==> src/pkg/ssvs_pkg.sv <==
// constants, types and decode functions for the start-up sequencer
// assumes a single 100 MHz system clock; voltages are carried in millivolts
package ssvs_pkg;

  // ==========================================================
  // clock and timing
  localparam int CLK_FREQ_HZ = 100_000_000;
  localparam int MS_PER_S = 1000;
  localparam int MS_CYCLES = CLK_FREQ_HZ / MS_PER_S;
  localparam int MEMCHK_TIME_MS = 5;
  localparam int PRERAMP_MIN_MS = 2;
  localparam int MS_CNT_W = 8;

  // ==========================================================
  // voltages in millivolts
  localparam int MV_W = 13;
  localparam int RES_CODE_W = 5;
  localparam logic [MV_W-1:0] VOUT_MIN_MV = 13'h0258;
  localparam logic [MV_W-1:0] OUTPUT_VOLTAGE_CEILING_MV = 13'h1388;
  localparam logic [MV_W-1:0] VOUT_STRAP_LOW_MV = 13'h04B0;
  localparam logic [MV_W-1:0] VOUT_STRAP_OPEN_MV = 13'h05DC;
  localparam logic [MV_W-1:0] VOUT_STRAP_HIGH_MV = 13'h0CE4;
  localparam logic [MV_W-1:0] VOUT_STEP_MV = 13'h0064;
  localparam logic [RES_CODE_W-1:0] RES_STEP_BASE = 5'h0B;
  localparam logic [RES_CODE_W-1:0] RES_CODE_MAX = 5'h1E;
  localparam logic [MV_W-1:0] CEIL_DIV = 13'h000A;

  // ==========================================================
  // types
  typedef enum logic [1:0] {
    PIN_LOW,
    PIN_OPEN,
    PIN_HIGH,
    PIN_RES
  } ssvs_pin_class_t;

  typedef enum logic [2:0] {
    ST_OFF,
    ST_MEMCHK,
    ST_PINLD,
    ST_READY,
    ST_DELAY,
    ST_RAMP,
    ST_ON
  } ssvs_state_t;

  // ==========================================================
  // resistor code to target voltage
  function automatic logic [MV_W-1:0] ssvs_res_mv(
    input logic [RES_CODE_W-1:0] code
  );
    logic [MV_W-1:0] mv;
    mv = OUTPUT_VOLTAGE_CEILING_MV;
    case (code)
      5'h00: mv = 13'h0258;
      5'h01: mv = 13'h02BC;
      5'h02: mv = 13'h02EE;
      5'h03: mv = 13'h0320;
      5'h04: mv = 13'h0384;
      5'h05: mv = 13'h03E8;
      5'h06: mv = 13'h044C;
      5'h07: mv = 13'h04B0;
      5'h08: mv = 13'h04E2;
      5'h09: mv = 13'h0514;
      5'h0A: mv = 13'h0578;
      default: begin
        // codes 11..29 climb in even 100 mV steps from 1.5 V
        if (code < RES_CODE_MAX) begin
          mv = MV_W'(VOUT_STRAP_OPEN_MV
               + MV_W'(code - RES_STEP_BASE) * VOUT_STEP_MV);
        end
      end
    endcase
    return mv;
  endfunction : ssvs_res_mv

  // ceiling sits ten percent above the pin-selected voltage
  function automatic logic [MV_W-1:0] ssvs_ceiling(
    input logic [MV_W-1:0] mv
  );
    return MV_W'(mv + mv / CEIL_DIV);
  endfunction : ssvs_ceiling

endpackage : ssvs_pkg

==> src/pkg/ssvs_pin_if.sv <==
// decoded output-voltage select pin, passed from decoder to sequencer
// assumes the decoder drives it combinationally
`timescale 1ns/1ns
interface ssvs_pin_if;
  ssvs_pkg::ssvs_pin_class_t pin_class;
  logic [ssvs_pkg::RES_CODE_W-1:0] res_code;
  modport dec (output pin_class, output res_code);
  modport seq (input pin_class, input res_code);
endinterface : ssvs_pin_if

==> src/logic/ssvs_pin_decode.sv <==
// classifies the multi-mode output-voltage select pin
// assumes the analog front end gives level comparators and a resistor code
`timescale 1ns/1ns
module ssvs_pin_decode (
  // analog front end
  input wire logic pin_lvl_low,
  input wire logic pin_lvl_high,
  input wire logic pin_res_sense,
  input wire logic [ssvs_pkg::RES_CODE_W-1:0] pin_res_code,
  // decoded result
  ssvs_pin_if.dec pin
);

  // ==========================================================
  // classification
  always_comb begin
    // resistor sensing wins: a resistor also looks like a weak low
    if (pin_res_sense) begin // [RQ15]
      pin.pin_class = ssvs_pkg::PIN_RES;
    end else if (pin_lvl_high) begin
      pin.pin_class = ssvs_pkg::PIN_HIGH;
    end else if (pin_lvl_low) begin
      pin.pin_class = ssvs_pkg::PIN_LOW;
    end else begin
      pin.pin_class = ssvs_pkg::PIN_OPEN;
    end
    // out-of-range codes clamp to the top entry
    if (pin_res_code > ssvs_pkg::RES_CODE_MAX) begin
      pin.res_code = ssvs_pkg::RES_CODE_MAX;
    end else begin
      pin.res_code = pin_res_code;
    end
  end

endmodule : ssvs_pin_decode

==> src/logic/ssvs_top.sv <==
// start-up sequencer and output-voltage selection
// assumes all inputs synchronous to sys_clk; restore and write are pulses
// What this block does
// [RQ1] start sequencing once both power-stage and bias supplies are present
// [RQ2] spend the memory-check interval ignoring enable and bus traffic
// [RQ3] rerun the memory check on every restore command
// [RQ4] load stored user values from nonvolatile memory during the check
// [RQ5] after the check, sample the select pin and load its setting
// [RQ6] accept bus commands and enable only once loading is done
// [RQ7] strap low, open, high select 1.2 V, 1.5 V, 3.3 V
// [RQ8] resistor codes map 31 entries from 0.6 V to 5.0 V
// [RQ9] host may write a 0.6 V to 5.0 V target overriding pins
// [RQ10] configured delay under 2 ms still waits 2 ms before ramp
// [RQ11] configured delay over 2 ms waits the full configured delay
// [RQ12] after the delay, ramp over the configured soft-start ramp time
// [RQ13] enable tied active still waits out memory and pin loading
// [RQ14] host keeps any external sync clock stable before enabling
// [RQ15] decode the select pin into low, open, high or resistor
// [RQ16] output ceiling is ten percent above the pin-selected voltage
// [RQ17] pre-ramp delay counts from the enable assertion; the code counts from ST_DELAY entry, so an early enable counts from ready
// [RQ18] an early enable level is acted on once ready
// [RQ19] expose sequencer state for visibility
`timescale 1ns/1ns
module ssvs_top #(
  parameter int MS_DIV = ssvs_pkg::MS_CYCLES
) (
  // clock and reset
  input wire logic sys_clk,
  input wire logic rst_n,
  // supplies
  input wire logic power_stage_supply,
  input wire logic bias_supply,
  // nonvolatile memory
  input wire logic nvm_valid,
  input wire logic [ssvs_pkg::MV_W-1:0] nvm_vout_mv,
  // output-voltage select pin front end
  input wire logic vsel_lvl_low,
  input wire logic vsel_lvl_high,
  input wire logic vsel_res_sense,
  input wire logic [ssvs_pkg::RES_CODE_W-1:0] vsel_res_code,
  // soft-start configuration in milliseconds
  input wire logic [ssvs_pkg::MS_CNT_W-1:0] cfg_delay_ms,
  input wire logic [ssvs_pkg::MS_CNT_W-1:0] cfg_ramp_ms,
  // host side
  input wire logic enable,
  input wire logic restore_req,
  input wire logic host_vout_wr,
  input wire logic [ssvs_pkg::MV_W-1:0] host_vout_mv,
  // status
  output logic bus_ready,
  output ssvs_pkg::ssvs_state_t seq_state,
  output logic ramp_active,
  output logic output_on,
  output logic [ssvs_pkg::MV_W-1:0] vout_target_mv,
  output logic [ssvs_pkg::MV_W-1:0] output_voltage_ceiling
);

  localparam int DIV_W = $clog2(MS_DIV + 1);
  localparam logic [DIV_W-1:0] DIV_LAST = DIV_W'(MS_DIV - 1);
  localparam logic [ssvs_pkg::MS_CNT_W-1:0] MEMCHK_LAST =
    ssvs_pkg::MS_CNT_W'(ssvs_pkg::MEMCHK_TIME_MS - 1);
  localparam logic [ssvs_pkg::MS_CNT_W-1:0] PRERAMP_MIN =
    ssvs_pkg::MS_CNT_W'(ssvs_pkg::PRERAMP_MIN_MS);
  localparam logic [ssvs_pkg::MS_CNT_W-1:0] MS_ONE = 8'h01;

  // ==========================================================
  // pin decoding
  ssvs_pin_if vsel ();

  ssvs_pin_decode u_decode (
    .pin_lvl_low(vsel_lvl_low),
    .pin_lvl_high(vsel_lvl_high),
    .pin_res_sense(vsel_res_sense),
    .pin_res_code(vsel_res_code),
    .pin(vsel.dec)
  );

  // ==========================================================
  // sequencer state and millisecond timer
  ssvs_pkg::ssvs_state_t state, next_state;
  logic [DIV_W-1:0] ms_div, next_ms_div;
  logic [ssvs_pkg::MS_CNT_W-1:0] ms_cnt, next_ms_cnt;
  logic [ssvs_pkg::MS_CNT_W-1:0] dly_ms;
  logic supply_ok, ms_tick, ready_zone;

  assign supply_ok = power_stage_supply && bias_supply; // [RQ1]
  assign ms_tick = (ms_div == DIV_LAST);
  // short configured delays are stretched to the internal minimum
  assign dly_ms = (cfg_delay_ms < PRERAMP_MIN) ? PRERAMP_MIN
                                               : cfg_delay_ms; // [RQ10] [RQ11]
  assign ready_zone = (state == ssvs_pkg::ST_READY)
                   || (state == ssvs_pkg::ST_DELAY)
                   || (state == ssvs_pkg::ST_RAMP)
                   || (state == ssvs_pkg::ST_ON);

  always_comb begin
    next_state = state;
    if (!supply_ok) begin
      next_state = ssvs_pkg::ST_OFF;
    end else if (ready_zone && restore_req) begin
      next_state = ssvs_pkg::ST_MEMCHK; // [RQ3]
    end else begin
      case (state)
        ssvs_pkg::ST_OFF: begin
          next_state = ssvs_pkg::ST_MEMCHK; // [RQ1]
        end
        ssvs_pkg::ST_MEMCHK: begin
          // enable is not looked at here, whatever its level
          if (ms_tick && ms_cnt == MEMCHK_LAST) begin // [RQ2] [RQ13]
            next_state = ssvs_pkg::ST_PINLD;
          end
        end
        ssvs_pkg::ST_PINLD: begin
          next_state = ssvs_pkg::ST_READY; // [RQ6]
        end
        ssvs_pkg::ST_READY: begin
          // enable is a level, so one raised early is seen here
          if (enable) begin // [RQ18] [RQ17]
            next_state = ssvs_pkg::ST_DELAY;
          end
        end
        ssvs_pkg::ST_DELAY: begin
          if (!enable) begin
            next_state = ssvs_pkg::ST_READY;
          end else if (ms_tick && ms_cnt == dly_ms - MS_ONE) begin
            next_state = ssvs_pkg::ST_RAMP; // [RQ10] [RQ11]
          end
        end
        ssvs_pkg::ST_RAMP: begin
          if (!enable) begin
            next_state = ssvs_pkg::ST_READY;
          end else if (cfg_ramp_ms == '0
                       || (ms_tick && ms_cnt == cfg_ramp_ms - MS_ONE)) begin
            next_state = ssvs_pkg::ST_ON; // [RQ12]
          end
        end
        ssvs_pkg::ST_ON: begin
          if (!enable) begin
            next_state = ssvs_pkg::ST_READY;
          end
        end
        default: next_state = ssvs_pkg::ST_OFF;
      endcase
    end
    // timer restarts on every state change so each interval is whole
    if (next_state != state) begin
      next_ms_div = '0;
      next_ms_cnt = '0;
    end else if (ms_tick) begin
      next_ms_div = '0;
      next_ms_cnt = (ms_cnt == '1) ? ms_cnt : ms_cnt + MS_ONE;
    end else begin
      next_ms_div = DIV_W'(ms_div + 1'b1);
      next_ms_cnt = ms_cnt;
    end
  end

  always_ff @(posedge sys_clk or negedge rst_n) begin
    if (!rst_n) begin
      state <= ssvs_pkg::ST_OFF;
      ms_div <= '0;
      ms_cnt <= '0;
    end else begin
      state <= next_state;
      ms_div <= next_ms_div;
      ms_cnt <= next_ms_cnt;
    end
  end

  // ==========================================================
  // voltage settings
  logic nvm_hit, next_nvm_hit;
  logic [ssvs_pkg::MV_W-1:0] nvm_mv, next_nvm_mv;
  logic [ssvs_pkg::MV_W-1:0] pin_mv;
  logic [ssvs_pkg::MV_W-1:0] next_target, next_ceiling;
  logic host_ok;

  always_comb begin
    case (vsel.seq.pin_class)
      ssvs_pkg::PIN_LOW: pin_mv = ssvs_pkg::VOUT_STRAP_LOW_MV; // [RQ7]
      ssvs_pkg::PIN_OPEN: pin_mv = ssvs_pkg::VOUT_STRAP_OPEN_MV;
      ssvs_pkg::PIN_HIGH: pin_mv = ssvs_pkg::VOUT_STRAP_HIGH_MV;
      default: pin_mv = ssvs_pkg::ssvs_res_mv(vsel.seq.res_code); // [RQ8]
    endcase
  end

  // writes outside the legal range, or before ready, are dropped
  assign host_ok = bus_ready && host_vout_wr
                && host_vout_mv >= ssvs_pkg::VOUT_MIN_MV
                && host_vout_mv <= ssvs_pkg::OUTPUT_VOLTAGE_CEILING_MV; // [RQ9] [RQ6]

  always_comb begin
    next_nvm_hit = nvm_hit;
    next_nvm_mv = nvm_mv;
    next_target = vout_target_mv;
    next_ceiling = output_voltage_ceiling;
    if (state == ssvs_pkg::ST_MEMCHK) begin
      next_nvm_hit = nvm_valid; // [RQ4]
      next_nvm_mv = nvm_vout_mv;
    end else if (state == ssvs_pkg::ST_PINLD) begin
      // stored user values take precedence over the pin setting
      next_target = nvm_hit ? nvm_mv : pin_mv; // [RQ5] [RQ4]
      next_ceiling = ssvs_pkg::ssvs_ceiling(pin_mv); // [RQ16]
    end else if (host_ok) begin
      next_target = host_vout_mv; // [RQ9]
    end
  end

  always_ff @(posedge sys_clk or negedge rst_n) begin
    if (!rst_n) begin
      nvm_hit <= 1'b0;
      nvm_mv <= '0;
      vout_target_mv <= '0;
      output_voltage_ceiling <= '0;
    end else begin
      nvm_hit <= next_nvm_hit;
      nvm_mv <= next_nvm_mv;
      vout_target_mv <= next_target;
      output_voltage_ceiling <= next_ceiling;
    end
  end

  // ==========================================================
  // status outputs
  assign bus_ready = ready_zone; // [RQ6]
  assign seq_state = state; // [RQ19]
  assign ramp_active = (state == ssvs_pkg::ST_RAMP); // [RQ12]
  assign output_on = (state == ssvs_pkg::ST_ON);

  // ==========================================================
  // checks
  logic [31:0] dly_cyc;
  always_ff @(posedge sys_clk or negedge rst_n) begin
    if (!rst_n) begin
      dly_cyc <= '0;
    end else if (state != ssvs_pkg::ST_DELAY) begin
      dly_cyc <= '0;
    end else begin
      dly_cyc <= dly_cyc + 32'h0000_0001;
    end
  end

  AST_SUPPLY_START: assert property ( // [RQ1]
    @(posedge sys_clk) disable iff (!rst_n) state == ssvs_pkg::ST_OFF
    && supply_ok |=> state == ssvs_pkg::ST_MEMCHK)
    else $error("supplies present but memory check not started");
  // a write arriving while loading must leave the target untouched
  AST_BUSY_DEAF: assert property ( // [RQ2]
    @(posedge sys_clk) disable iff (!rst_n)
    (state == ssvs_pkg::ST_MEMCHK || state == ssvs_pkg::ST_PINLD)
    |-> !bus_ready && !ramp_active ##1 (vout_target_mv
        == $past(vout_target_mv) || $past(state) == ssvs_pkg::ST_PINLD))
    else $error("bus, ramp or target active while loading");
  AST_RESTORE: assert property ( // [RQ3]
    @(posedge sys_clk) disable iff (!rst_n) bus_ready && restore_req
    && supply_ok |=> state == ssvs_pkg::ST_MEMCHK ##1 !bus_ready)
    else $error("restore did not rerun memory check");
  AST_NVM_LOAD: assert property ( // [RQ4]
    @(posedge sys_clk) disable iff (!rst_n) state == ssvs_pkg::ST_PINLD
    && nvm_hit && supply_ok |=> vout_target_mv == $past(nvm_mv))
    else $error("stored value not loaded");
  AST_STRAP_LOW: assert property ( // [RQ7]
    @(posedge sys_clk) disable iff (!rst_n) state == ssvs_pkg::ST_PINLD
    && !nvm_hit && supply_ok && vsel.pin_class == ssvs_pkg::PIN_LOW
    |=> vout_target_mv == 13'h04B0)
    else $error("low strap did not give 1.2 V");
  AST_RES_TOP: assert property ( // [RQ8]
    @(posedge sys_clk) disable iff (!rst_n) state == ssvs_pkg::ST_PINLD
    && !nvm_hit && supply_ok && vsel.pin_class == ssvs_pkg::PIN_RES
    && vsel.res_code == 5'h1E |=> vout_target_mv == 13'h1388)
    else $error("top resistor code did not give 5.0 V");
  AST_CEIL_HIGH: assert property ( // [RQ16]
    @(posedge sys_clk) disable iff (!rst_n) state == ssvs_pkg::ST_PINLD
    && supply_ok && vsel.pin_class == ssvs_pkg::PIN_HIGH
    |=> output_voltage_ceiling == 13'h0E2E)
    else $error("ceiling not 3.63 V for high strap");
  AST_HOST_WR: assert property ( // [RQ9]
    @(posedge sys_clk) disable iff (!rst_n) host_ok
    && state != ssvs_pkg::ST_PINLD |=> vout_target_mv == $past(host_vout_mv))
    else $error("host target write lost");
  AST_MIN_DELAY: assert property ( // [RQ10]
    @(posedge sys_clk) disable iff (!rst_n) state == ssvs_pkg::ST_DELAY
    && next_state == ssvs_pkg::ST_RAMP
    |-> dly_cyc + 32'h1 >= 32'(ssvs_pkg::PRERAMP_MIN_MS * MS_DIV))
    else $error("ramp began before 2 ms");
  AST_CFG_DELAY: assert property ( // [RQ11]
    @(posedge sys_clk) disable iff (!rst_n) state == ssvs_pkg::ST_DELAY
    && next_state == ssvs_pkg::ST_RAMP
    |-> dly_cyc + 32'h1 >= 32'(cfg_delay_ms) * 32'(MS_DIV))
    else $error("ramp began before configured delay");
  // the ready cycle decides: enable then still high, no restore, supplies up
  AST_EARLY_EN: assert property ( // [RQ18] [RQ17]
    @(posedge sys_clk) disable iff (!rst_n) state == ssvs_pkg::ST_PINLD
    && enable && supply_ok |=> state == ssvs_pkg::ST_READY
    ##1 (state == ssvs_pkg::ST_DELAY || !$past(enable)
         || $past(restore_req) || !$past(supply_ok)))
    else $error("early enable not acted on");
  AST_NO_SKIP: assert property ( // [RQ13]
    @(posedge sys_clk) disable iff (!rst_n) state == ssvs_pkg::ST_MEMCHK
    |=> state inside {ssvs_pkg::ST_MEMCHK, ssvs_pkg::ST_PINLD,
                      ssvs_pkg::ST_OFF})
    else $error("memory check skipped");

endmodule : ssvs_top

==> config.mk <==
export PLATFORM = sky130hd
export DESIGN_NAME = ssvs_top
export DESIGN_NICKNAME = d
export VERILOG_FILES = /design/src/pkg/ssvs_pkg.sv /design/src/pkg/ssvs_pin_if.sv /design/src/logic/ssvs_pin_decode.sv /design/src/logic/ssvs_top.sv
export SDC_FILE = /design/constraint.sdc
export NUM_CORES = 1
export LEC_CHECK = 0
export BUFFER_PORTS_ARGS = -buffer_cell sky130_fd_sc_hd__buf_2
export CAP_MARGIN = 20
export CORE_MARGIN = 5
export CORE_UTILIZATION = 50
export CTS_CLUSTER_SIZE = 12
export DETAILED_ROUTE_END_ITERATION = 16
export PLACE_DENSITY_LB_ADDON = 0.3
export SYNTH_ARGS = -nofsm -noshare
export SYNTH_HDL_FRONTEND = slang
export SYNTH_HIERARCHICAL = 1
export SYNTH_SLANG_ARGS = --single-unit
==> constraint.sdc <==
create_clock -name sys_clk -period 4.4 [get_ports sys_clk]
set_clock_uncertainty 0.15 [all_clocks]
set_input_delay 0.44 -clock sys_clk [delete_from_list [all_inputs] [get_ports sys_clk]]
set_output_delay 0.44 -clock sys_clk [all_outputs]
set_load 0.05 [all_outputs]
### Word-level counts from Yosys, hierarchy flattened

Index checks and enable logic that the tools add are counted.

* divide/modulo/power cells: 1
* shift operators: 0
* bitwise gates (word level): 1
* muxes and demuxes: 26
* multipliers: 1
* reduce and logical (&&, ||, !) cells: 21
* $lt $le $gt $ge: 5
* eq/ne operators: 25
* add/sub/neg operators: 7

Operators with widths (number)
* one-hot mux 13 bit (11 select lines): 1
* two-way mux 13 bit: 4
* one-hot mux 13 bit (3 select lines): 1
* two-way mux 17 bit: 2
* two-way mux 8 bit: 4
* two-way mux 3 bit: 9
* one-hot mux 3 bit (7 select lines): 1
* equality test 5 x 3 -> 1 bit (second input constant): 4
* adder 17 x 1 -> 17 bit (second input constant): 1
* equality test 17 bit (second input constant): 1
* equality test 8 bit: 2
* subtractor 8 x 1 -> 8 bit (second input constant): 2
* equality test 5 x 4 -> 1 bit (second input constant): 3
* adder 11 x 13 -> 13 bit (first input constant): 1
* adder 13 bit: 1
* divider 13 x 4 -> 13 bit (second input constant): 1
* greater-or-equal comparator 13 x 10 -> 1 bit (second input constant): 1
* less-or-equal comparator 13 bit (second input constant): 1
* multiplier 13 x 5 -> 11 bit (second input constant): 1
* equality test 5 x 2 -> 1 bit (second input constant): 2
* equality test 3 bit (second input constant): 3
* adder 8 x 1 -> 8 bit (second input constant): 1
* equality test 8 x 3 -> 1 bit (second input constant): 1
* equality test 8 bit (second input constant): 1
* other kinds (23): 38

* latch bits: 0
* memories kept: 0
* word-level logic and storage cells: 94
* bits of input ports: 58
* bits in registers: 68
* output and inout bits: 32
* memory bits (writable): 0
* memory bits (read-only): 0

### Logic depth before layout (Yosys ltp)

Gate-level depths: netlist of run 1.

* depth after elaboration: 13
* gate-level depth with buffers: 42
* gate-level depth less buffers: 39

### By module

Netlist of run 1, hierarchy kept.

Modules (own cells, without submodules)
* ssvs_top: area an instance 6786.5 µm², seq. area each 1701.6 µm², times used 1, cells each 846
* ssvs_pin_decode: area an instance 48.8 µm², seq. area each 0.0 µm², times used 1, cells each 8

### Least setup slack after synthesis of run 1

OpenSTA, ideal clock, no wires.

* kind: input port to flip-flop
* from: input vsel_res_code[2] (netlist name)
* to: register output_voltage_ceiling[11] (netlist name)
* buffers on the path: 2
* arrival: 8.302 ns
* slack: -4.134 ns
* stages: 40
* library setup time: 0.083 ns
* required time: 4.167 ns
* cell sequence: a41oi_2 ha_1 buf_2 o21ai_0 xnor2_1 ha_1 ha_1 inv_1 fa_1 inv_1 ha_1 or2_2 o21ai_1 xnor2_1 o211a_1 mux2_4 nor4_2 o2bb2a_1 (+4 left out) o211ai_2 nand2_1 maj3_2 a221o_1 ha_1 fa_1 a21oi_1 nor2_1 nor2_1 o21bai_1 a21oi_1 nor2b_1 o21ai_0 nand2b_1 a21oi_1 nor2_1 xnor2_1 o21ai_0

* longest elaborated chain between the ends: 10
* elaborated cells on any way between the ends: 22
* classes of those cells: 3 x add/sub; 1 x mul; 1 x div; 2 x order compare; 10 x eq/ne; 4 x mux; 1 x reduce/logical

RTL lines
* from (decl): RTL line ssvs_top.sv:40 `input wire logic [ssvs_pkg::RES_CODE_W-1:0] vsel_res_code,`
* > comparator 5 bit: RTL line ssvs_pin_decode.sv:28 `if (pin_res_code > ssvs_pkg::RES_CODE_MAX) begin`
* two-way mux 5 bit *: RTL line ssvs_pin_decode.sv:28
* subtractor 5 x 4 -> 6 bit: RTL line ssvs_pkg.sv:70 `+ MV_W'(code - RES_STEP_BASE) * VOUT_STEP_MV);`
* multiplier 13 x 5 -> 11 bit: RTL line ssvs_pkg.sv:70
* adder 11 x 13 -> 13 bit: RTL line ssvs_pkg.sv:70
* two-way mux 13 bit: RTL line ssvs_pkg.sv:68 `if (code < RES_CODE_MAX) begin`
* one-hot mux 13 bit (11 select lines) *: RTL line ssvs_pkg.sv:54 `case (code)`
* one-hot mux 13 bit (3 select lines) *: RTL line ssvs_top.sv:179 `case (vsel.seq.pin_class)`
* divider 13 x 4 -> 13 bit: RTL line ssvs_pkg.sv:81 `return MV_W'(mv + mv / CEIL_DIV);`
* adder 13 bit *: RTL line ssvs_pkg.sv:81
* to (signal assigned): RTL line ssvs_top.sv:219 `output_voltage_ceiling <= next_ceiling;`
* to (decl): RTL line ssvs_top.sv:55 `output logic [ssvs_pkg::MV_W-1:0] output_voltage_ceiling`

Mark *: on every way between the ends. The rest lies on a longest branch, timed or not.
A chain may end at the register's enable or synchronous reset.

### Worst setup path after layout of run 1

* from: input vsel_res_code[2] (netlist name)
* to: register output_voltage_ceiling[11] (netlist name)

* longest elaborated chain between the ends: 10
* elaborated cells on any way between the ends: 22
* classes of those cells: 3 x add/sub; 1 x mul; 1 x div; 2 x order compare; 10 x eq/ne; 4 x mux; 1 x reduce/logical

RTL lines
* > comparator 5 bit *: RTL line ssvs_pin_decode.sv:28
* two-way mux 5 bit *: RTL line ssvs_pin_decode.sv:28
* net vsel.res_code, one bit: RTL line ssvs_pin_if.sv:6 `logic [ssvs_pkg::RES_CODE_W-1:0] res_code;`
* subtractor 5 x 4 -> 6 bit: RTL line ssvs_pkg.sv:70
* multiplier 13 x 5 -> 11 bit: RTL line ssvs_pkg.sv:70
* adder 11 x 13 -> 13 bit: RTL line ssvs_pkg.sv:70
* two-way mux 13 bit: RTL line ssvs_pkg.sv:68
* one-hot mux 13 bit (11 select lines) *: RTL line ssvs_pkg.sv:54
* one-hot mux 13 bit (3 select lines) *: RTL line ssvs_top.sv:179
* divider 13 x 4 -> 13 bit: RTL line ssvs_pkg.sv:81
* adder 13 bit *: RTL line ssvs_pkg.sv:81

The timed path passes the listed nets; every way through them passes the cells marked *.

==> flow_metrics.env, run 1 <==
export IMPL_synthFlopType="dfrtp_1"
export IMPL_n_fill_cell=882
export IMPL_die_y_um=127
export IMPL_ys_seq_area_share_pct=24.9
export IMPL_timing_final_crit_period_ns=8.05
export IMPL_cts_tree="yes"
export IMPL_clock_latency_ns=0.33
export IMPL_cts_made_buffers=9
export IMPL_layout_drive_gt1_share_pct=40.6
export IMPL_antenna_found_initial=0
export IMPL_detail_route_antenna_nets=0
export IMPL_port_buffer_count=89
export IMPL_hp_class="input port to register"
export IMPL_fin_nets=1242
export IMPL_r2r_end="ms_cnt[5]"
export IMPL_cts_root_buf="clkbuf_16"
export IMPL_max_freq_mhz=124
export IMPL_clk_pin_slew_ns=0.06
export IMPL_multiInputGateArea_um2=5400
export IMPL_crit_arrival_ns=8.11
export IMPL_io_pin_count=90
export IMPL_postSynthAreaPerCell_um2=8.00
export IMPL_finalSetupTns_ns=-41.68
export IMPL_htreeDepth=3
export IMPL_grt_first_pass_wirelength_mm=34.6
export IMPL_violations="setup timing"
export IMPL_maxSlewViolCount=0
export IMPL_core_area_um2=13300
export IMPL_detailed_place_hpwl_mm=15.1
export IMPL_grt_pass1_vias=7375
export IMPL_clock_path_buffers=2
export IMPL_syn_nets=961
export IMPL_cp_slowest_cell="fa_1"
export IMPL_worstPathRequired_ns=4.45
export IMPL_grt_use_total_pct=25.7
export IMPL_synth_edf_count=0
export IMPL_p_total_mw=7.21
export IMPL_place_ws_ns=-3.90
export IMPL_critPathMaxStageDelay_ns=0.52
export IMPL_ir_worst_vdd_mv=0.389
export IMPL_startpoint="vsel_res_code[2]"
export IMPL_drt_initial_drc_count=720
export IMPL_reg2reg_from="ms_div[5]"
export IMPL_p_per_area_nw_per_um2=709
export IMPL_final_common_cell="buf_4"
export IMPL_syn_cell_area_um2=6840
export IMPL_dieArea_um2=16100
export IMPL_criticalPathCategory="input port to register"
export IMPL_rsz0062_at_grt="true"
export IMPL_reg2reg_slack_ns=0.76
export IMPL_start_util_pct=51.2
export IMPL_clock_sinks=68
export IMPL_grt_max_degree=45
export IMPL_fin_area_um2=10200
export IMPL_wirelength_mm=23.0
export IMPL_synthArstFlopShare_pct=100
export IMPL_fin_ws_ns=-3.65
export IMPL_p_leak_nw=4.55
export IMPL_yosys_cell_types_count=88
export IMPL_fp_dieW_um=127
export IMPL_route_detailed_drc=0
export IMPL_setup_viol=16
export IMPL_slew_headroom_pct=42.9
export IMPL_whs_ns=0.190
export IMPL_drv_cap=0
export IMPL_hold_viol=0
export IMPL_rows=42
export IMPL_critPathLaunchType="input port"
export IMPL_area_delta_synth_final_pct=48.8
export IMPL_endpoint="output_voltage_ceiling[11]"
export IMPL_endpoint_kind="register"
export IMPL_period_share_pct=183
export IMPL_routabilityCongestion=0.966
export IMPL_num_antenna_cells=0
export IMPL_r2r_cells=14
export IMPL_worst_slew_pin_slew_ns=0.856
export IMPL_final_cell_mix="195 x buf_4, 86 x buf_2, 78 x nor2_1"
export IMPL_ys_ff_latch=68
export IMPL_vias=7809
export IMPL_status="complete, but fails checks"
export IMPL_cp_max_fo=5
export IMPL_drt_wirelength_per_cell_um=17.5
export IMPL_dr_pass1_iters=5
export IMPL_yosys_warnings=6
export IMPL_placed_area_um2=8670
export IMPL_grt_overflow=0
export IMPL_ff_latch_area_um2=1700
export IMPL_syn_instance_count=854
export IMPL_viasPerCell=5.94
per-layer routing:
metal	global-route usage [%]	vias to the layer above	part of all wire, %
met3	3.40	78	7.0
met5	0	-	0
met1	33.8	3709	41
met2	43.3	378	49
met4	9.65	0	3.0
li1	-	3644	-
where the power goes:
| group | total (mW) | leakage, nW | internal [mW] | switching (mW) |
|---|---|---|---|---|
| Clock | 0.756 | 0.151 | 0.493 | 0.263 |
| Sequential | 0.720 | 0.816 | 0.675 | 0.0445 |
| Combinational | 5.73 | 3.59 | 3.03 | 2.71 |
| Total | 7.21 | 4.55 | 4.19 | 3.02 |
how the worst min path moves through the flow:
stage | start | end | slack [ns] | cells past startpoint
final | nvm_valid | nvm_hit | 0.19 | 2
after global routing | nvm_vout_mv[6] | nvm_mv[6] | 0.19 | 2
after CTS | nvm_valid | nvm_hit | 0.18 | 2
after detailed placement | rst_n | ms_div[3] | 0.30 | 1
after global placement | rst_n | ms_div[0] | 0.30 | 1
after floorplan | rst_n | ms_cnt[0] | -0.006 | 0
Yosys cell counts (all sizes together), types with 17 or more instances:
master	count	area share, %
a21oi	47	3.5
clkbuf	36	2.0
dfrtp	68	25
ha	43	7.9
inv	50	2.7
mux2	17	2.9
nand2	76	4.2
nand3	27	2.1
nor2	83	4.6
nor3	23	1.8
o211ai	24	2.8
o21ai	50	3.7
xnor2	46	6.0
xor2	24	3.1
logic make-up after synthesis:
kind of cell / Yosys count / synth area share [%]
DFF: 68 / 24.9
and+or+nand+nor: 308 / 22.6
adders and majority gates: 52 / 10.1
xor gates and xnor gates: 70 / 9.08
AOI/OAI and AO/OA: 230 / 23.3
muxes: 25 / 4.03
buffers and inverters: 101 / 6.04
critical path: cells and delay by family:
family	cells	cell delay (ns)
AOI/OAI and AO/OA	16	3.06
buffers and inverters	7	0.79
muxes	1	0.33
and+or+nand+nor	8	1.11
xor gates and xnor gates	2	0.38
adders and majority gates	6	1.99
registers in the layout, summed over array words and instances (netlist names):
signal / count
output_voltage_ceiling: 13
ms_cnt: 8
vout_target_mv: 13
nvm_mv: 13
seq_state: 3
nvm_hit: 1
ms_div: 17
through the flow:
step                      util [%]  std cells
after global placement        64.9       1238
after detailed placement      64.9       1238
final                         76.2       1315
after CTS                     72.7       1302
after floorplan                  -        854
after global routing          76.2       1315
cell type report:
class | count | area share (%)
Inverter | 52 | 1.92
Multi-Input combinational cell | 685 | 53.1
Clock buffer | 9 | 2.21
Sequential cell | 68 | 16.7
Timing Repair Buffer | 319 | 23.0
Tap cell | 176 | 2.17
Clock inverter | 6 | 0.886
timing repair:
item	CTS	global route
pin swaps	40	36
gates resized for setup	65	65
endpoints found under the setup margin	17	17
hold buffers	1	0
buffers inserted	53	21
hold endpoints to repair	24	0
(Power assumes the default switching activity.)
==> run 2: changes to the inputs <==
--- a/config.mk
+++ b/config.mk
@@ -12,6 +12,7 @@
 export CTS_CLUSTER_SIZE = 12
 export DETAILED_ROUTE_END_ITERATION = 16
 export PLACE_DENSITY_LB_ADDON = 0.3
+export REMOVE_ABC_BUFFERS = 1
 export SYNTH_ARGS = -nofsm -noshare
 export SYNTH_HDL_FRONTEND = slang
 export SYNTH_HIERARCHICAL = 1
==> run 2 against run 1 <==
The run still ends with setup timing left. Worst hold slack better by 0.0045 ns. Combinational power down 2%. Non-clock buffer count up 2. Global-route usage down 0.57 points. Flip-flop and latch count unchanged. Sequential share of layout area up 0.26 points. First-iteration DRC count down 27%. Setup slack worse by 0.13 ns. Clock-buffer cell count up 2. Largest power group unchanged.
==> flow_metrics.env, run 2 (same netlist as run 1, synthesis figures left out) <==
export IMPL_intPower_mw=4.16
export IMPL_power_frac_seq_pct=10.2
export IMPL_p_leak_nw=4.51
export IMPL_grt_pass1_vias=7231
export IMPL_final_cell_mix="215 x buf_4, 86 x buf_2, 81 x nor2_1"
export IMPL_grt_overflow=0
export IMPL_dr_pass1_iters=5
export IMPL_endpoint_kind="register"
export IMPL_criticalPathCategory="input port to register"
export IMPL_p_per_area_nw_per_um2=704
export IMPL_top_register="ms_div"
export IMPL_path_delay_family="compound AO/OA/AOI/OAI gates"
export IMPL_place_ws_ns=-4.18
export IMPL_clk_pin_slew_ns=0.06
export IMPL_sw_frac_of_total_pct=41.1
export IMPL_critPathMaxStageDelay_ns=0.54
export IMPL_cts_made_buffers=9
export IMPL_final_common_cell="buf_4"
export IMPL_grt_use_total_pct=25.2
export IMPL_maxSlewViolCount=0
export IMPL_detailed_place_hpwl_mm=14.5
export IMPL_comb_power_share_pct=80.0
export IMPL_cts_tree="yes"
export IMPL_die_y_um=127
export IMPL_antenna_found_initial=0
export IMPL_worst_slew_pin_slew_ns=0.809
export IMPL_fin_nets=1244
export IMPL_crit_arrival_ns=8.23
export IMPL_rsz0062_at_grt="true"
export IMPL_critPathLaunchType="input port"
export IMPL_hold_viol=0
export IMPL_period_share_pct=186
export IMPL_ff_latch_area_um2=1700
export IMPL_cts_root_buf="clkbuf_16"
export IMPL_cp_max_fo=4
export IMPL_clock_latency_ns=0.33
export IMPL_timing_final_crit_period_ns=8.18
export IMPL_n_fill_cell=895
export IMPL_wirelength_mm=21.7
export IMPL_p_total_mw=7.05
export IMPL_io_pin_count=90
export IMPL_area_delta_synth_final_pct=46.5
export IMPL_htreeDepth=3
export IMPL_grt_max_degree=42
export IMPL_slew_headroom_pct=46.1
export IMPL_routabilityCongestion=0.925
export IMPL_violations="setup timing"
export IMPL_core_area_um2=13300
export IMPL_route_detailed_drc=0
export IMPL_clock_sinks=68
export IMPL_largest_reg_flops=17
export IMPL_crit_buf_inv=6
export IMPL_num_antenna_cells=0
export IMPL_vias=7547
export IMPL_fp_dieW_um=127
export IMPL_grt_first_pass_wirelength_mm=34.2
export IMPL_whs_ns=0.194
export IMPL_drt_initial_drc_count=524
export IMPL_viasPerCell=5.73
export IMPL_max_freq_mhz=122
export IMPL_drv_cap=0
export IMPL_cp_slowest_cell="fa_1"
export IMPL_ir_worst_vdd_mv=0.421
export IMPL_hp_class="input port to register"
export IMPL_drt_wirelength_per_cell_um=16.5
export IMPL_finalSetupTns_ns=-42.82
export IMPL_fin_ws_ns=-3.78
export IMPL_multiInputGateArea_um2=5340
export IMPL_place_inst=1251
export IMPL_setup_viol=16
export IMPL_fin_cells=1318
export IMPL_layout_drive_gt1_share_pct=39.6
export IMPL_dieArea_um2=16100
export IMPL_port_buffer_count=89
export IMPL_worstPathRequired_ns=4.45
export IMPL_detail_route_antenna_nets=0
export IMPL_status="complete, but fails checks"
export IMPL_start_util_pct=51.2
export IMPL_clock_path_buffers=2
export IMPL_rows=42
export IMPL_switching_power_mw=2.90
export IMPL_clockPowerShare_pct=9.8
-- run 2: final timing paths --
kind,startpoint,end,slack [ns],cells past startpoint
hold reg to reg,output_voltage_ceiling[1],output_voltage_ceiling[1],0.33,2
max in group asynchronous,rst_n,ms_div[1],2.59,3
setup / recovery,vsel_res_code[4],output_voltage_ceiling[11],-3.78,40
hold / removal,nvm_vout_mv[2],nvm_mv[2],0.19,2
setup reg to reg,ms_div[5],ms_div[8],0.61,15
min in group asynchronous,rst_n,vout_target_mv[2],0.54,2
-- run 2: timing repair --
| item | CTS | global route |
|---|---|---|
| hold endpoints to repair | 27 | 0 |
| buffers inserted | 43 | 12 |
| hold buffers | 1 | 0 |
| setup endpoints to repair | 17 | 17 |
| resized for setup | 60 | 75 |
| pin swaps | 44 | 64 |
-- run 2: power groups by stage --
stage               clock (mW)  combinational (mW)  sequential [mW]
floorplan                    0                2.13            0.797
global placement             0                3.93            0.724
detailed placement           0                3.97            0.726
CTS                      0.700                4.88            0.716
global route             0.733                6.03            0.726
finish                   0.692                5.64            0.719
-- run 2: area by class of cell --
type | instances | share of cell area, %
Timing Repair Buffer | 321 | 22.7
Sequential cell | 68 | 17.0
Clock buffer | 11 | 2.32
Tap cell | 176 | 2.20
Inverter | 52 | 1.95
Multi-Input combinational cell | 685 | 53.3
Clock inverter | 5 | 0.525
-- run 2: stage by stage --
stage	util [%]	area (um2)
finish	75.0	10000
global route	75.0	10000
CTS	71.7	9580
detailed placement	64.8	8650
global placement	64.8	8650
floorplan	-	6620
-- run 2: per-layer routing --
metal / up-vias / track usage [%] / share of wire [%]
met4: 0 / 9.09 / 2.8
met5: - / 0 / 0
met2: 285 / 42.8 / 49
met1: 3566 / 32.5 / 42
li1: 3641 / - / -
met3: 55 / 3.78 / 6.1
==> run 3: changes to the inputs <==
--- a/config.mk
+++ b/config.mk
@@ -11,6 +11,7 @@
 export CORE_UTILIZATION = 50
 export CTS_CLUSTER_SIZE = 12
 export DETAILED_ROUTE_END_ITERATION = 16
+export MAX_ROUTING_LAYER = met4
 export PLACE_DENSITY_LB_ADDON = 0.3
 export REMOVE_ABC_BUFFERS = 1
 export SYNTH_ARGS = -nofsm -noshare
==> run 3 against run 2 <==
Setup slack better by 0.26 ns. Largest power group unchanged. Power down 6.8%. Worst hold slack better by 0.0042 ns. Via count down 2.4%. The flow still finishes with violations (setup timing). Critical path type unchanged. Combinational power down 9.2%. Critical path depth down 1. Die area unchanged. Routed wire length down 4.5%. Final cell count down 1.9%. Non-clock buffer count down 25.
==> flow_metrics.env, run 3 (same netlist as run 1, synthesis figures left out) <==
export IMPL_status="complete, but fails checks"
export IMPL_violations="setup timing"
export IMPL_dr_pass1_iters=5
export IMPL_place_ws_ns=-4.13
export IMPL_fin_nets=1219
export IMPL_clk_pin_slew_ns=0.06
export IMPL_detail_route_antenna_nets=0
export IMPL_antenna_found_initial=0
export IMPL_criticalPathCategory="input port to register"
export IMPL_grt_use_total_pct=25.4
export IMPL_cts_made_buffers=9
export IMPL_hold_viol=0
export IMPL_rsz0062_at_grt="true"
export IMPL_final_cell_mix="191 x buf_4, 84 x buf_2, 80 x nor2_1"
export IMPL_fin_area_um2=9840
export IMPL_ir_worst_vdd_mv=0.331
export IMPL_grt_first_pass_wirelength_mm=33.4
export IMPL_cts_tree="yes"
export IMPL_area_delta_synth_final_pct=44.0
export IMPL_clock_sinks=68
export IMPL_die_y_um=127
export IMPL_cts_root_buf="clkbuf_16"
export IMPL_maxSlewViolCount=0
export IMPL_multiInputGateArea_um2=5310
export IMPL_io_pin_count=90
export IMPL_grt_pass1_vias=7119
export IMPL_core_area_um2=13300
export IMPL_fp_dieW_um=127
export IMPL_detailed_place_hpwl_mm=14.3
export IMPL_p_per_area_nw_per_um2=667
export IMPL_route_detailed_drc=0
export IMPL_start_util_pct=51.2
export IMPL_hp_class="input port to register"
export IMPL_period_share_pct=180
export IMPL_endpoint_kind="register"
export IMPL_grt_max_degree=47
export IMPL_htreeDepth=3
export IMPL_drt_wirelength_per_cell_um=16.1
export IMPL_largest_reg_flops=17
export IMPL_clock_latency_ns=0.32
export IMPL_worstPathRequired_ns=4.45
export IMPL_drt_initial_drc_count=578
export IMPL_drv_cap=0
export IMPL_final_common_cell="buf_4"
export IMPL_ff_latch_area_um2=1700
export IMPL_clock_path_buffers=2
export IMPL_timing_final_crit_period_ns=7.92
export IMPL_cp_max_fo=5
export IMPL_n_fill_cell=982
export IMPL_port_buffer_count=89
export IMPL_p_total_mw=6.57
export IMPL_critPathMaxStageDelay_ns=0.51
export IMPL_rows=42
export IMPL_fin_ws_ns=-3.52
export IMPL_wirelength_mm=20.8
export IMPL_p_leak_nw=4.39
export IMPL_setup_viol=17
export IMPL_layout_drive_gt1_share_pct=38.7
export IMPL_vias=7364
export IMPL_critPathLaunchType="input port"
export IMPL_viasPerCell=5.70
export IMPL_slew_headroom_pct=42.3
export IMPL_dieArea_um2=16100
export IMPL_num_antenna_cells=0
export IMPL_worst_slew_pin_slew_ns=0.865
export IMPL_placed_area_um2=8540
export IMPL_grt_overflow=0
export IMPL_cpMostUsedCell="ha_4"
export IMPL_crit_arrival_ns=7.96
export IMPL_routabilityCongestion=0.986
export IMPL_max_freq_mhz=126
export IMPL_cp_slowest_cell="fa_1"
export IMPL_top_register="ms_div"
## run 3: cell types whose count changed in the layout (fill, tap and decap cells not counted), moves of 3 or more
cell      previous run  this run
a211oi_1            10         7
a211oi_2             1         4
a21oi_1             34        39
a21oi_2             13         8
buf_4              215       191
xnor2_2              9         6
## run 3: worst paths after layout
| path | start | to | slack [ns] | depth (start not counted) |
|---|---|---|---|---|
| max in group asynchronous | rst_n | ms_div[10] | 2.64 | 3 |
| min in group asynchronous | rst_n | nvm_mv[5] | 0.49 | 2 |
| worst min-delay path | nvm_vout_mv[0] | nvm_mv[0] | 0.20 | 2 |
| worst max register to register | ms_div[5] | ms_div[10] | 0.65 | 15 |
| worst max-delay path | vsel_res_code[2] | output_voltage_ceiling[11] | -3.52 | 39 |
| worst min register to register | output_voltage_ceiling[1] | output_voltage_ceiling[1] | 0.32 | 2 |
## run 3: where the power goes
part,total [mW],leakage [nW],internal [mW],switching (mW)
Combinational,5.12,3.43,2.74,2.38
Sequential,0.719,0.816,0.675,0.0433
Clock,0.726,0.149,0.467,0.258
Total,6.57,4.39,3.88,2.69
## run 3: worst max-delay path, delay by kind of cell
family	cells	cell delay (ns)
AOI/OAI and AO/OA	15	3.05
adders and majority gates	8	2.33
muxes	1	0.32
xor gates and xnor gates	2	0.21
and+or+nand+nor	9	1.13
buffers and inverters	4	0.47
## run 3: through the flow
step                setup TNS [ns]  std cells  hold WS, ns  util (%)
finish                      -38.22       1293        0.198      73.7
global route                -43.42       1293        0.196      73.7
CTS                         -36.56       1288        0.188      71.9
detailed placement          -47.70       1237        0.296      64.0
global placement            -45.43       1237        0.293      64.0
floorplan                   -49.38        805     -0.00559         -
## run 3: area by class of cell
class,count,share of cell area (%)
inverter,52,1.98
tap,176,2.24
multi-input combinational,685,54.0
sequential,68,17.3
clock inverter,4,0.483
clock buffer,12,2.61
timing repair buffer,296,21.4
## run 3: repair_timing
action / CTS / global route
hold buffers: 1 / 0
pin swaps: 54 / 36
gates resized for setup: 95 / 41
setup endpoints to repair: 17 / 18
setup buffers: 35 / 12
hold endpoints to repair: 22 / 0
## run 3: layer usage
layer  track usage [%]  wire length, um  up-vias
met5                 -                0        -
met4              8.64              651        0
met3              2.98             1170       52
met2              42.5            10100      250
met1              31.9             8890     3460
li1                  -                -     3602
